## src/cbm_consts.svh

```systemverilog
// constants of the execution block
`ifndef CBM_CONSTS_SVH
`define CBM_CONSTS_SVH
// status register bit positions
`define CBM_FLAG_C 3'h0
`define CBM_FLAG_Z 3'h1
`define CBM_FLAG_N 3'h2
`define CBM_FLAG_V 3'h3
`define CBM_FLAG_S 3'h4
`define CBM_FLAG_H 3'h5
`define CBM_FLAG_T 3'h6
`define CBM_FLAG_I 3'h7
// reset values
`define CBM_STATUS_REGISTER_RESET 8'h00
`define CBM_RF_RESET 8'h00
`define CBM_SP_RESET 16'h01FF
// pointer pair low bytes and implicit destination
`define CBM_REG_X 5'h1A
`define CBM_REG_Y 5'h1C
`define CBM_REG_Z 5'h1E
`define CBM_REG_R0 5'h00
`define CBM_NREGS 32
// wait counter preloads
`define CBM_WAIT_DM 2'h0
`define CBM_WAIT_PM 2'h1
`endif

```

## src/cbm_pkg.sv

```systemverilog
// types of the execution block
`default_nettype none
package cbm_pkg;
    typedef enum logic [5:0] {
        nop_op, rotate_right_carry_op, arith_shift_right_op, nibble_swap_op,
        flag_set_op, flag_clear_op, bit_to_transfer_flag_op, transfer_flag_to_bit_op,
        overflow_flag_set_op, overflow_flag_clear_op, half_carry_set_op,
        half_carry_clear_op, signed_flag_set_op, signed_flag_clear_op,
        irq_global_on_op, irq_global_off_op, register_copy_op, register_pair_copy_op,
        immediate_load_op, indirect_load_op, offset_load_op, indirect_store_op,
        offset_store_op, absolute_load_op, absolute_store_op, code_memory_read_op,
        code_memory_read_r0_op, stack_push_op, stack_pop_op, sleep_op,
        watchdog_restart_op, debug_break_op
    } cbm_op_t;
    typedef enum logic [1:0] {cbm_ptr_x, cbm_ptr_y, cbm_ptr_z} cbm_ptr_t;
    typedef enum logic [1:0] {cbm_mode_plain, cbm_mode_post_inc, cbm_mode_pre_dec} cbm_mode_t;
    typedef enum logic [1:0] {cbm_st_idle, cbm_st_dmem, cbm_st_pmem, cbm_st_halt} cbm_state_t;
endpackage
`default_nettype wire

```

## src/cbm_exec_if.sv

```systemverilog
// core to shifter and address generator signals
`default_nettype none
interface cbm_exec_if;
    cbm_pkg::cbm_op_t alu_op;
    logic [7:0] alu_a;
    logic [7:0] alu_status_register;
    logic [2:0] alu_bit;
    logic [7:0] alu_res;
    logic [7:0] alu_status_register_next;
    logic [15:0] ag_ptr;
    cbm_pkg::cbm_mode_t ag_mode;
    logic ag_use_disp;
    logic [5:0] ag_disp;
    logic [15:0] ag_addr;
    logic [15:0] ag_ptr_next;
    modport core (output alu_op, alu_a, alu_status_register, alu_bit, ag_ptr, ag_mode, ag_use_disp,
        ag_disp, input alu_res, alu_status_register_next, ag_addr, ag_ptr_next);
    modport alu (input alu_op, alu_a, alu_status_register, alu_bit, output alu_res, alu_status_register_next);
    modport agen (input ag_ptr, ag_mode, ag_use_disp, ag_disp, output ag_addr, ag_ptr_next);
endinterface
`default_nettype wire

```

## src/cbm_core.sv

```systemverilog
// execution core for bit, move and control operations
`include "cbm_consts.svh"
`default_nettype none
module cbm_core (
    input wire logic sys_clk_in,
    input wire logic resetn_in,
    input wire logic op_valid_in,
    input wire cbm_pkg::cbm_op_t op_in,
    input wire logic [4:0] dst_in,
    input wire logic [4:0] src_in,
    input wire logic [2:0] bit_in,
    input wire logic [7:0] imm_in,
    input wire logic [5:0] disp_in,
    input wire logic [15:0] abs_addr_in,
    input wire cbm_pkg::cbm_ptr_t ptr_sel_in,
    input wire cbm_pkg::cbm_mode_t ptr_mode_in,
    input wire logic [7:0] dm_rdata_in,
    input wire logic [15:0] pm_rdata_in,
    input wire logic debug_resume_in,
    input wire logic [4:0] reg_rd_idx_in,
    output logic op_ready_out,
    output logic [7:0] status_out,
    output logic [15:0] sp_out,
    output logic [15:0] dm_addr_out,
    output logic [7:0] dm_wdata_out,
    output logic dm_we_out,
    output logic dm_re_out,
    output logic [14:0] pm_addr_out,
    output logic pm_re_out,
    output logic sleep_req_out,
    output logic wdt_restart_out,
    output logic break_req_out,
    output logic [7:0] reg_rd_data_out
);
    // low-byte index of a pointer pair
    function automatic logic [4:0] ptr_base(input cbm_pkg::cbm_ptr_t sel);
        logic [4:0] idx;
        idx = `CBM_REG_X;
        if (sel == cbm_pkg::cbm_ptr_y) begin
            idx = `CBM_REG_Y;
        end
        if (sel == cbm_pkg::cbm_ptr_z) begin
            idx = `CBM_REG_Z;
        end
        return idx;
    endfunction

    cbm_exec_if xif ();

    logic [7:0] rf [`CBM_NREGS];
    logic [7:0] status_register;
    logic [15:0] sp;
    cbm_pkg::cbm_state_t state;
    logic [1:0] wait_cnt;
    logic [4:0] dst_q;
    logic load_q;
    logic byte_hi_q;

    logic take;
    logic finish;
    logic is_ind_ld;
    logic is_ind_st;
    logic is_off;
    logic is_abs;
    logic is_pm;
    logic is_push;
    logic is_pop;
    logic is_dload;
    logic is_dstore;
    logic is_dmem;
    logic alu_wr;
    cbm_pkg::cbm_ptr_t ptr_eff;
    logic [4:0] ptr_idx;
    logic [15:0] ptr_val;
    logic [15:0] sp_inc;
    logic [15:0] sp_dec;
    logic [15:0] next_dm_addr;
    logic [7:0] pm_byte;
    logic [4:0] pair_dst;
    logic [4:0] pair_src;
    logic ptr_upd;
    logic wa_en;
    logic [4:0] wa_idx;
    logic [7:0] wa_data;
    logic wp_en;
    logic [3:0] wp_idx;
    logic [15:0] wp_data;

    // handshake: one op accepted per idle cycle
    assign op_ready_out = (state == cbm_st_idle_w());
    assign take = op_valid_in & op_ready_out;
    assign finish = ((state == cbm_pkg::cbm_st_dmem) || (state == cbm_pkg::cbm_st_pmem)) &&
        (wait_cnt == 2'h0);

    function automatic cbm_pkg::cbm_state_t cbm_st_idle_w();
        return cbm_pkg::cbm_st_idle;
    endfunction

    // operation classes
    assign is_ind_ld = (op_in == cbm_pkg::indirect_load_op);
    assign is_ind_st = (op_in == cbm_pkg::indirect_store_op);
    assign is_off = (op_in == cbm_pkg::offset_load_op) || (op_in == cbm_pkg::offset_store_op);
    assign is_abs = (op_in == cbm_pkg::absolute_load_op) ||
        (op_in == cbm_pkg::absolute_store_op);
    assign is_pm = (op_in == cbm_pkg::code_memory_read_op) ||
        (op_in == cbm_pkg::code_memory_read_r0_op);
    assign is_push = (op_in == cbm_pkg::stack_push_op);
    assign is_pop = (op_in == cbm_pkg::stack_pop_op);
    assign is_dload = is_ind_ld || is_pop || (op_in == cbm_pkg::offset_load_op) ||
        (op_in == cbm_pkg::absolute_load_op);
    assign is_dstore = is_ind_st || is_push || (op_in == cbm_pkg::offset_store_op) ||
        (op_in == cbm_pkg::absolute_store_op);
    assign is_dmem = is_dload || is_dstore;
    // ops whose result comes back through the shifter
    assign alu_wr = (op_in == cbm_pkg::rotate_right_carry_op) ||
        (op_in == cbm_pkg::arith_shift_right_op) || (op_in == cbm_pkg::nibble_swap_op) ||
        (op_in == cbm_pkg::transfer_flag_to_bit_op);

    // pointer selection; offset forms cannot use X, so X falls back to Y
    assign ptr_eff = is_pm ? cbm_pkg::cbm_ptr_z :
        (is_off && (ptr_sel_in == cbm_pkg::cbm_ptr_x)) ? cbm_pkg::cbm_ptr_y : ptr_sel_in;
    assign ptr_idx = ptr_base(ptr_eff);
    assign ptr_val = {rf[ptr_idx | 5'h01], rf[ptr_idx]};

    // shifter and flag unit
    assign xif.alu_op = op_in;
    assign xif.alu_a = rf[alu_wr ? dst_in : src_in];
    assign xif.alu_status_register = status_register;
    assign xif.alu_bit = bit_in;
    cbm_alu u_alu (
        .bus(xif.alu)
    );

    // address generator; displacement forms never move the pointer
    assign xif.ag_ptr = ptr_val;
    assign xif.ag_use_disp = is_off;
    assign xif.ag_disp = disp_in;
    assign xif.ag_mode = (is_pm && (ptr_mode_in == cbm_pkg::cbm_mode_pre_dec)) ?
        cbm_pkg::cbm_mode_plain : (op_in == cbm_pkg::code_memory_read_r0_op) ?
        cbm_pkg::cbm_mode_plain : ptr_mode_in;
    cbm_agen u_agen (
        .bus(xif.agen)
    );

    // stack grows down: push writes then decrements
    assign sp_inc = sp + 16'h0001;
    assign sp_dec = sp - 16'h0001;
    assign next_dm_addr = is_abs ? abs_addr_in :
        is_push ? sp :
        is_pop ? sp_inc :
        xif.ag_addr;

    // code memory is word wide, Z bit 0 picks the byte
    assign pm_byte = byte_hi_q ? pm_rdata_in[15:8] : pm_rdata_in[7:0];

    // pair copy works on even-aligned register pairs
    assign pair_dst = {dst_in[4:1], 1'b0};
    assign pair_src = {src_in[4:1], 1'b0};

    // pointer write-back on the accept edge
    assign ptr_upd = take && (is_ind_ld || is_ind_st || is_pm) &&
        (xif.ag_ptr_next != ptr_val);

    // byte write port: single-cycle results on accept, loads on finish
    assign wa_en = (take && (alu_wr || (op_in == cbm_pkg::register_copy_op) ||
        (op_in == cbm_pkg::immediate_load_op))) || (finish && load_q);
    assign wa_idx = finish ? dst_q : dst_in;
    assign wa_data = (finish && (state == cbm_pkg::cbm_st_pmem)) ? pm_byte :
        finish ? dm_rdata_in :
        alu_wr ? xif.alu_res :
        (op_in == cbm_pkg::immediate_load_op) ? imm_in : rf[src_in];

    // pair write port: word copy or pointer update
    assign wp_en = (take && (op_in == cbm_pkg::register_pair_copy_op)) || ptr_upd;
    assign wp_idx = ptr_upd ? ptr_idx[4:1] : pair_dst[4:1];
    assign wp_data = ptr_upd ? xif.ag_ptr_next : {rf[pair_src | 5'h01], rf[pair_src]};

    // register file; the pair port wins if both hit the same byte
    genvar gi;
    generate
        for (gi = 0; gi < `CBM_NREGS; gi++) begin : g_rf
            logic hit_p;
            logic hit_a;
            assign hit_p = wp_en && (wp_idx == 4'(gi >> 1));
            assign hit_a = wa_en && (wa_idx == 5'(gi));
            always_ff @(posedge sys_clk_in or negedge resetn_in) begin
                if (!resetn_in) begin
                    rf[gi] <= `CBM_RF_RESET;
                end else if (hit_p) begin
                    rf[gi] <= ((gi % 2) == 1) ? wp_data[15:8] : wp_data[7:0];
                end else if (hit_a) begin
                    rf[gi] <= wa_data;
                end
            end
        end
    endgenerate

    // status changes only through the flag unit on accept;
    // other ops return it unchanged
    always_ff @(posedge sys_clk_in or negedge resetn_in) begin
        if (!resetn_in) begin
            status_register <= `CBM_STATUS_REGISTER_RESET;
        end else if (take) begin
            status_register <= xif.alu_status_register_next;
        end
    end

    // stack pointer
    always_ff @(posedge sys_clk_in or negedge resetn_in) begin
        if (!resetn_in) begin
            sp <= `CBM_SP_RESET;
        end else if (take && is_push) begin
            sp <= sp_dec;
        end else if (take && is_pop) begin
            sp <= sp_inc;
        end
    end

    // sequencer: data ops hold one extra cycle, code reads two
    always_ff @(posedge sys_clk_in or negedge resetn_in) begin
        if (!resetn_in) begin
            state <= cbm_pkg::cbm_st_idle;
            wait_cnt <= `CBM_WAIT_DM;
        end else begin
            unique case (state)
                cbm_pkg::cbm_st_idle: begin
                    if (take && is_dmem) begin
                        state <= cbm_pkg::cbm_st_dmem;
                        wait_cnt <= `CBM_WAIT_DM;
                    end else if (take && is_pm) begin
                        state <= cbm_pkg::cbm_st_pmem;
                        wait_cnt <= `CBM_WAIT_PM;
                    end else if (take && (op_in == cbm_pkg::debug_break_op)) begin
                        state <= cbm_pkg::cbm_st_halt;
                    end
                end
                cbm_pkg::cbm_st_dmem, cbm_pkg::cbm_st_pmem: begin
                    if (finish) begin
                        state <= cbm_pkg::cbm_st_idle;
                    end else begin
                        wait_cnt <= wait_cnt - 2'h1;
                    end
                end
                cbm_pkg::cbm_st_halt: begin
                    if (debug_resume_in) begin
                        state <= cbm_pkg::cbm_st_idle;
                    end
                end
                default: state <= cbm_pkg::cbm_st_idle;
            endcase
        end
    end

    // destination and byte select captured on accept
    always_ff @(posedge sys_clk_in or negedge resetn_in) begin
        if (!resetn_in) begin
            dst_q <= `CBM_REG_R0;
            load_q <= 1'b0;
            byte_hi_q <= 1'b0;
        end else if (take) begin
            dst_q <= (op_in == cbm_pkg::code_memory_read_r0_op) ? `CBM_REG_R0 : dst_in;
            load_q <= is_dload || is_pm;
            byte_hi_q <= ptr_val[0];
        end else if (finish) begin
            load_q <= 1'b0;
        end
    end

    // data strobes stand for the one access cycle
    always_ff @(posedge sys_clk_in or negedge resetn_in) begin
        if (!resetn_in) begin
            dm_addr_out <= 16'h0000;
            dm_wdata_out <= 8'h00;
            dm_we_out <= 1'b0;
            dm_re_out <= 1'b0;
        end else if (take && is_dmem) begin
            dm_addr_out <= next_dm_addr;
            dm_wdata_out <= rf[src_in];
            dm_we_out <= is_dstore;
            dm_re_out <= is_dload;
        end else if (finish) begin
            dm_we_out <= 1'b0;
            dm_re_out <= 1'b0;
        end
    end

    // code read stands both wait cycles; flash may need one to answer
    always_ff @(posedge sys_clk_in or negedge resetn_in) begin
        if (!resetn_in) begin
            pm_addr_out <= 15'h0000;
            pm_re_out <= 1'b0;
        end else if (take && is_pm) begin
            pm_addr_out <= ptr_val[15:1];
            pm_re_out <= 1'b1;
        end else if (finish) begin
            pm_re_out <= 1'b0;
        end
    end

    // one-cycle control pulses
    always_ff @(posedge sys_clk_in or negedge resetn_in) begin
        if (!resetn_in) begin
            sleep_req_out <= 1'b0;
            wdt_restart_out <= 1'b0;
            break_req_out <= 1'b0;
        end else begin
            sleep_req_out <= take && (op_in == cbm_pkg::sleep_op);
            wdt_restart_out <= take && (op_in == cbm_pkg::watchdog_restart_op);
            break_req_out <= take && (op_in == cbm_pkg::debug_break_op);
        end
    end

    // observation port, registered so it cannot glitch
    always_ff @(posedge sys_clk_in or negedge resetn_in) begin
        if (!resetn_in) begin
            reg_rd_data_out <= 8'h00;
        end else begin
            reg_rd_data_out <= rf[reg_rd_idx_in];
        end
    end

    assign status_out = status_register;
    assign sp_out = sp;
endmodule
`default_nettype wire

```

## src/cbm_alu.sv

```systemverilog
// shifter, bit transfer and status flag logic
`include "cbm_consts.svh"
`default_nettype none
module cbm_alu (
    cbm_exec_if.alu bus
);
    logic [7:0] res;
    logic [7:0] sn;
    logic shift_op;
    // ror and asr share the flag update
    assign shift_op = (bus.alu_op == cbm_pkg::rotate_right_carry_op) ||
        (bus.alu_op == cbm_pkg::arith_shift_right_op);
    // flags not named by an op pass through unchanged
    always_comb begin
        res = bus.alu_a;
        sn = bus.alu_status_register;
        unique case (bus.alu_op)
            cbm_pkg::rotate_right_carry_op: res = {bus.alu_status_register[`CBM_FLAG_C], bus.alu_a[7:1]};
            cbm_pkg::arith_shift_right_op: res = {bus.alu_a[7], bus.alu_a[7:1]};
            cbm_pkg::nibble_swap_op: res = {bus.alu_a[3:0], bus.alu_a[7:4]};
            cbm_pkg::bit_to_transfer_flag_op: sn[`CBM_FLAG_T] = bus.alu_a[bus.alu_bit];
            cbm_pkg::transfer_flag_to_bit_op: res[bus.alu_bit] = bus.alu_status_register[`CBM_FLAG_T];
            cbm_pkg::flag_set_op: sn[bus.alu_bit] = 1'b1;
            cbm_pkg::flag_clear_op: sn[bus.alu_bit] = 1'b0;
            cbm_pkg::overflow_flag_set_op: sn[`CBM_FLAG_V] = 1'b1;
            cbm_pkg::overflow_flag_clear_op: sn[`CBM_FLAG_V] = 1'b0;
            cbm_pkg::half_carry_set_op: sn[`CBM_FLAG_H] = 1'b1;
            cbm_pkg::half_carry_clear_op: sn[`CBM_FLAG_H] = 1'b0;
            cbm_pkg::signed_flag_set_op: sn[`CBM_FLAG_S] = 1'b1;
            cbm_pkg::signed_flag_clear_op: sn[`CBM_FLAG_S] = 1'b0;
            cbm_pkg::irq_global_on_op: sn[`CBM_FLAG_I] = 1'b1;
            cbm_pkg::irq_global_off_op: sn[`CBM_FLAG_I] = 1'b0;
            default: ;
        endcase
        if (shift_op) begin
            sn[`CBM_FLAG_C] = bus.alu_a[0];
            sn[`CBM_FLAG_N] = res[7];
            sn[`CBM_FLAG_Z] = (res == 8'h00);
            sn[`CBM_FLAG_V] = res[7] ^ bus.alu_a[0];
        end
    end
    assign bus.alu_res = res;
    assign bus.alu_status_register_next = sn;
endmodule
`default_nettype wire

```

## src/cbm_agen.sv

```systemverilog
// pointer address generator
`default_nettype none
module cbm_agen (
    cbm_exec_if.agen bus
);
    logic [15:0] inc;
    logic [15:0] dec;
    logic [15:0] disp_sum;
    assign inc = bus.ag_ptr + 16'h0001;
    assign dec = bus.ag_ptr - 16'h0001;
    assign disp_sum = bus.ag_ptr + {10'h000, bus.ag_disp};
    // pre-decrement uses the new value, post-increment the old one
    assign bus.ag_addr = bus.ag_use_disp ? disp_sum :
        (bus.ag_mode == cbm_pkg::cbm_mode_pre_dec) ? dec : bus.ag_ptr;
    assign bus.ag_ptr_next = bus.ag_use_disp ? bus.ag_ptr :
        (bus.ag_mode == cbm_pkg::cbm_mode_post_inc) ? inc :
        (bus.ag_mode == cbm_pkg::cbm_mode_pre_dec) ? dec : bus.ag_ptr;
endmodule
`default_nettype wire

```

## config.mk

```make
export PLATFORM = sky130hd
export DESIGN_NAME = cbm_core
export DESIGN_NICKNAME = d
export VERILOG_FILES = /design/src/cbm_pkg.sv /design/src/cbm_exec_if.sv /design/src/cbm_core.sv /design/src/cbm_alu.sv /design/src/cbm_agen.sv
export VERILOG_INCLUDE_DIRS = /design/src /design/src/src
export SDC_FILE = /design/constraint.sdc
export NUM_CORES = 1
export LEC_CHECK = 0
export ABC_AREA = 0
export BUFFER_PORTS_ARGS = -buffer_cell sky130_fd_sc_hd__buf_2
export CORE_MARGIN = 2
export CORE_UTILIZATION = 40
export DETAILED_ROUTE_END_ITERATION = 7
export MAX_ROUTING_LAYER = met4
export PLACE_DENSITY = 0.58
export SETUP_SLACK_MARGIN = 0.4
export SKIP_LAST_GASP = 1
export SYNTH_ARGS = -nofsm -noshare
export SYNTH_HDL_FRONTEND = slang
export SYNTH_SLANG_ARGS = --single-unit
```

## constraint.sdc

```tcl
create_clock -name sys_clk_in -period 6.24 [get_ports sys_clk_in]
set_clock_uncertainty 0.1 [all_clocks]
set_input_delay 0.624 -clock sys_clk_in [delete_from_list [all_inputs] [get_ports sys_clk_in]]
set_output_delay 0.624 -clock sys_clk_in [all_outputs]
set_load 0.1 [all_outputs]
```

==> metrics.md <==
| Metric | Value |
|---|---|
| Syn-to-layout area delta | `13.7%` |
| DRC | `0` |
| Final Cycle Share | `83.3%` |
| Nets | `~3200` |
| Setup slack after layout | `1040 ps` |
| Largest net degree at the start of global routing | `170` |
| Pre-CTS WS | `501 ps` |
| Leakage | `12.8 nW` |
| First-pass GRT wire length | `195000 microns` |
| Die height | `266 microns` |
| Period minus WS final | `about 5200 ps` |
| Die footprint | `slightly above 70000 sq um` |
| Num CTS Buffers | `47` |
| Resized Gates After CTS | `0` |
| Initial Utilization | `between 40% and 50%` |
| WL met3 | `16300 microns` |
| CTS max path bufs | `3` |
| Syn_area_per_cell | `9.09 sq um` |
| RD Place Congestion | `1.04` |
| Drt first pass iters | `7` |
| Root buffer cell | `clkbuf_16` |
| Worst hold path type | `in -> async` |
| # setup viols final | `0` |
| Max-slew violation count | `0` |
| Seq/Total Area, Yosys | `31.4%` |
| Share of post-route cells with drive strength above 1 | `21.2%` |
| Via count | `approximately 29000` |
| Worst-path fanout max | `12` |
| Worst Setup End Kind | `register` |
| Chip Width | `266 microns` |
| # fillers | `6572` |
| RR Startpoint | `state[0]$_DFFE_PN0P_` |
| Maximum clock rate | `192 MHz` |
| Net Count, Synth | `roughly 3100` |
| Crit-path max cell delay | `about 670 ps` |
| Initial antenna violation count | `6` |
| Reg-to-reg slack, setup | `1430 ps` |
| CP endpoint | `rf[134]$_DFFE_PN0P_` |
| Overall routing resource usage | `roughly 39%` |
| Slew @ Worst Pin | `~1300 ps` |
| Peak VDD IR | `approximately 0.28 mV` |
| Ys async rst share | `between 90% and 100%` |
| Metal-1 WL | `approximately 49000 microns` |
| CTS Sinks | `344` |
| Post-synthesis cell area | `~27000 sq um` |
| MaxCap Viol Count | `0` |
| Synthesis-stage register bit count | `344` |
| Synth cell types | `78` |
| RSZ-0062 raised after global routing | `no` |
| Postcts setup bufs | `0` |
| Total of warnings raised by yosys | `0` |
| Wire length per cell | `around 33 microns` |
| Utilization after layout | `between 40 and 50%` |
| Rows | `96` |
| Arr. time, crit path | `roughly 5600 ps` |
| Dpl hpwl | `~97000 microns` |
| Via/cell ratio | `7.12` |
| Worst R2R Path Depth | `10` |
| Metal2 WL | `58900 microns` |
| Worst Setup SP | `op_in[5]` |
| Final Routed Wirelength | `135000 microns` |
| Vias in the first global route | `27400` |
| WS Path Type | `in -> reg` |
| Slowest CP cell | `mux4_2` |
| Highest routed layer | `met4` |
| Placed cell count | `3960` |
| Routed Antenna Nets | `0` |
| Outcome | `complete, but fails checks` |
| Total gr overflow | `0` |
| Setup_tns | `0 ps` |
| Core area | `68300 sq um` |
| Worst-skew pair later-pin latency | `600 ps` |
| Clock Pin Slew Worst Setup and Hold Paths | `roughly 60 ps` |
| Primary FF master, synth | `dfrtp_1` |
| Slew HR | `between 10 and 15%` |
| Commonest non-fill, non-tap cell in the layout | `nand2_1` |
| Min Hold Slack | `-7.79 ps` |
| Failing checks | `hold timing` |
| Pwr Density | `around 340 nW/um^2` |
| Num ports | `164` |
| Hold Buf Count CTS | `0` |
| Non-Filler Instances | `4048` |
| CP cell instances | `buf_2 > nand2b_1 > or3_1 > nor2_1 > nor2_1 > nor2_1 > ha_1 > buf_4 > mux4_2 > nor3_1 > nand4b_1 > buf_4 > nor4_1 > nand2_1 > a21oi_1 > xnor2_1 > nand2_1 > o21ai_1 > buf_4 > a22oi_1` |
| I/O Buffers | `163` |
| EDFF count, synth | `0` |
| H-tree depth | `2` |
| Most frequent cells in the layout | `nand2_1, dfrtp_1, a21oi_1, nor2_1, mux4_2` |
| CTS tree | `built` |
| Worst r2r dst | `rf[152]$_DFFE_PN0P_` |
| Startpoint Class | `input port` |
| Cells after Synth | `3020` |
| Initial drt markers | `3936` |
| Final hold vios | `3` |
| CP Data Required Time | `6610 ps` |
==> cell type report <==
| type | count | area, sq um | share of cell area (%) |
|---|---|---|---|
| diodes | 8 | 20.0 | 0.0641 |
| clock buffers | 73 | 1410 | 4.50 |
| clock inverters | 7 | 110 | 0.353 |
| inverters | 46 | 173 | 0.553 |
| multi-input cells | 2382 | 17700 | 56.7 |
| flip-flops and latches | 344 | 8620 | 27.6 |
| well taps | 882 | 1100 | 3.53 |
| repair buffers | 306 | 2080 | 6.66 |
==> flip-flops by register name, summed over array words and instances, names as in the netlist, 5 cells and up, named ones only <==
| name | count |
|---|---|
| dst_q | 5 |
| rf | 256 |
| dm_wdata_out | 8 |
| dm_addr_out | 16 |
| sp_out | 16 |
| status_out | 5 |
| pm_addr_out | 15 |
| reg_rd_data_out | 8 |
==> synth_stat cells (all sizes together) (42+ instances only) <==
master / n / area share, %
nor2: 266 / 3.6
a211oi: 96 / 2.6
buf: 101 / 1.8
a31oi: 84 / 1.9
a21oi: 298 / 5.4
mux2i: 133 / 4.8
mux4: 211 / 17
nand3: 101 / 1.8
clkbuf: 147 / 2.0
mux2: 43 / 1.8
and2: 81 / 1.8
o21ai: 176 / 3.2
o22ai: 56 / 1.3
nand2: 370 / 5.1
nor3: 42 / 0.81
dfrtp: 335 / 31
a22oi: 92 / 2.5
inv: 46 / 0.63
==> how the worst min path moves through the flow <==
stage	endpoint	cells past startpoint	from	slack, ps
6_report	asynchronous set/reset pin	1	resetn_in	-8
5_1_grt	wait_cnt[0]$_DFFE_PN0P_	1	resetn_in	60
4_1_cts	wait_cnt[0]$_DFFE_PN0P_	1	resetn_in	20
3_5_place_dp	pm_re_out$_DFFE_PN0P_	2	pm_re_out$_DFFE_PN0P_	370
3_3_place_gp	dm_addr_out[9]$_DFFE_PN0P_	2	dm_addr_out[9]$_DFFE_PN0P_	360
2_1_floorplan	asynchronous set/reset pin	0	resetn_in	230
==> logic make-up after synthesis <==
logic type                 after synthesis  share of synthesized area (%)
AOI/OAI and AO/OA                      965                           22.1
xor gates and xnor gates                47                           1.50
adders and majority gates               17                          0.802
buffers and inverters                  294                           4.48
DFF                                    344                           31.4
muxes                                  387                           23.9
and+or+nand+nor                        966                           15.8
==> per-stage QoR <==
step,total power (W),instance area (sq um)
2_1_floorplan,0.00624,27500
3_3_place_gp,0.00775,29700
3_5_place_dp,0.00781,29700
4_1_cts,0.0106,31200
5_1_grt,0.0110,31200
6_report,0.0107,31200
==> power by group <==
part	leakage [nW]	total [W]	internal, W	switching [W]
clock network	0.744	0.00274	0.00165	0.00108
registers	4.59	0.00334	0.00265	0.000687
logic	7.51	0.00460	0.00140	0.00319
total	12.8	0.0107	0.00571	0.00496
==> per-layer routing <==
| metal | vias to the layer above | global-route usage (%) |
|---|---|---|
| li1 | 11700 | - |
| met1 | 14200 | 47.7 |
| met2 | 2302 | 57.3 |
| met3 | 615 | 10.1 |
| met4 | 0 | 24.2 |
| met5 | - | - |
==> critical path: cells and delay by family <==
kind,cells,cell delay [ps]
muxes,1,670
buffers and inverters,4,940
AOI/OAI and AO/OA,3,570
xor gates and xnor gates,1,150
adders and majority gates,1,610
and+or+nand+nor,10,2010
Power figures use the tool's default switching activity.
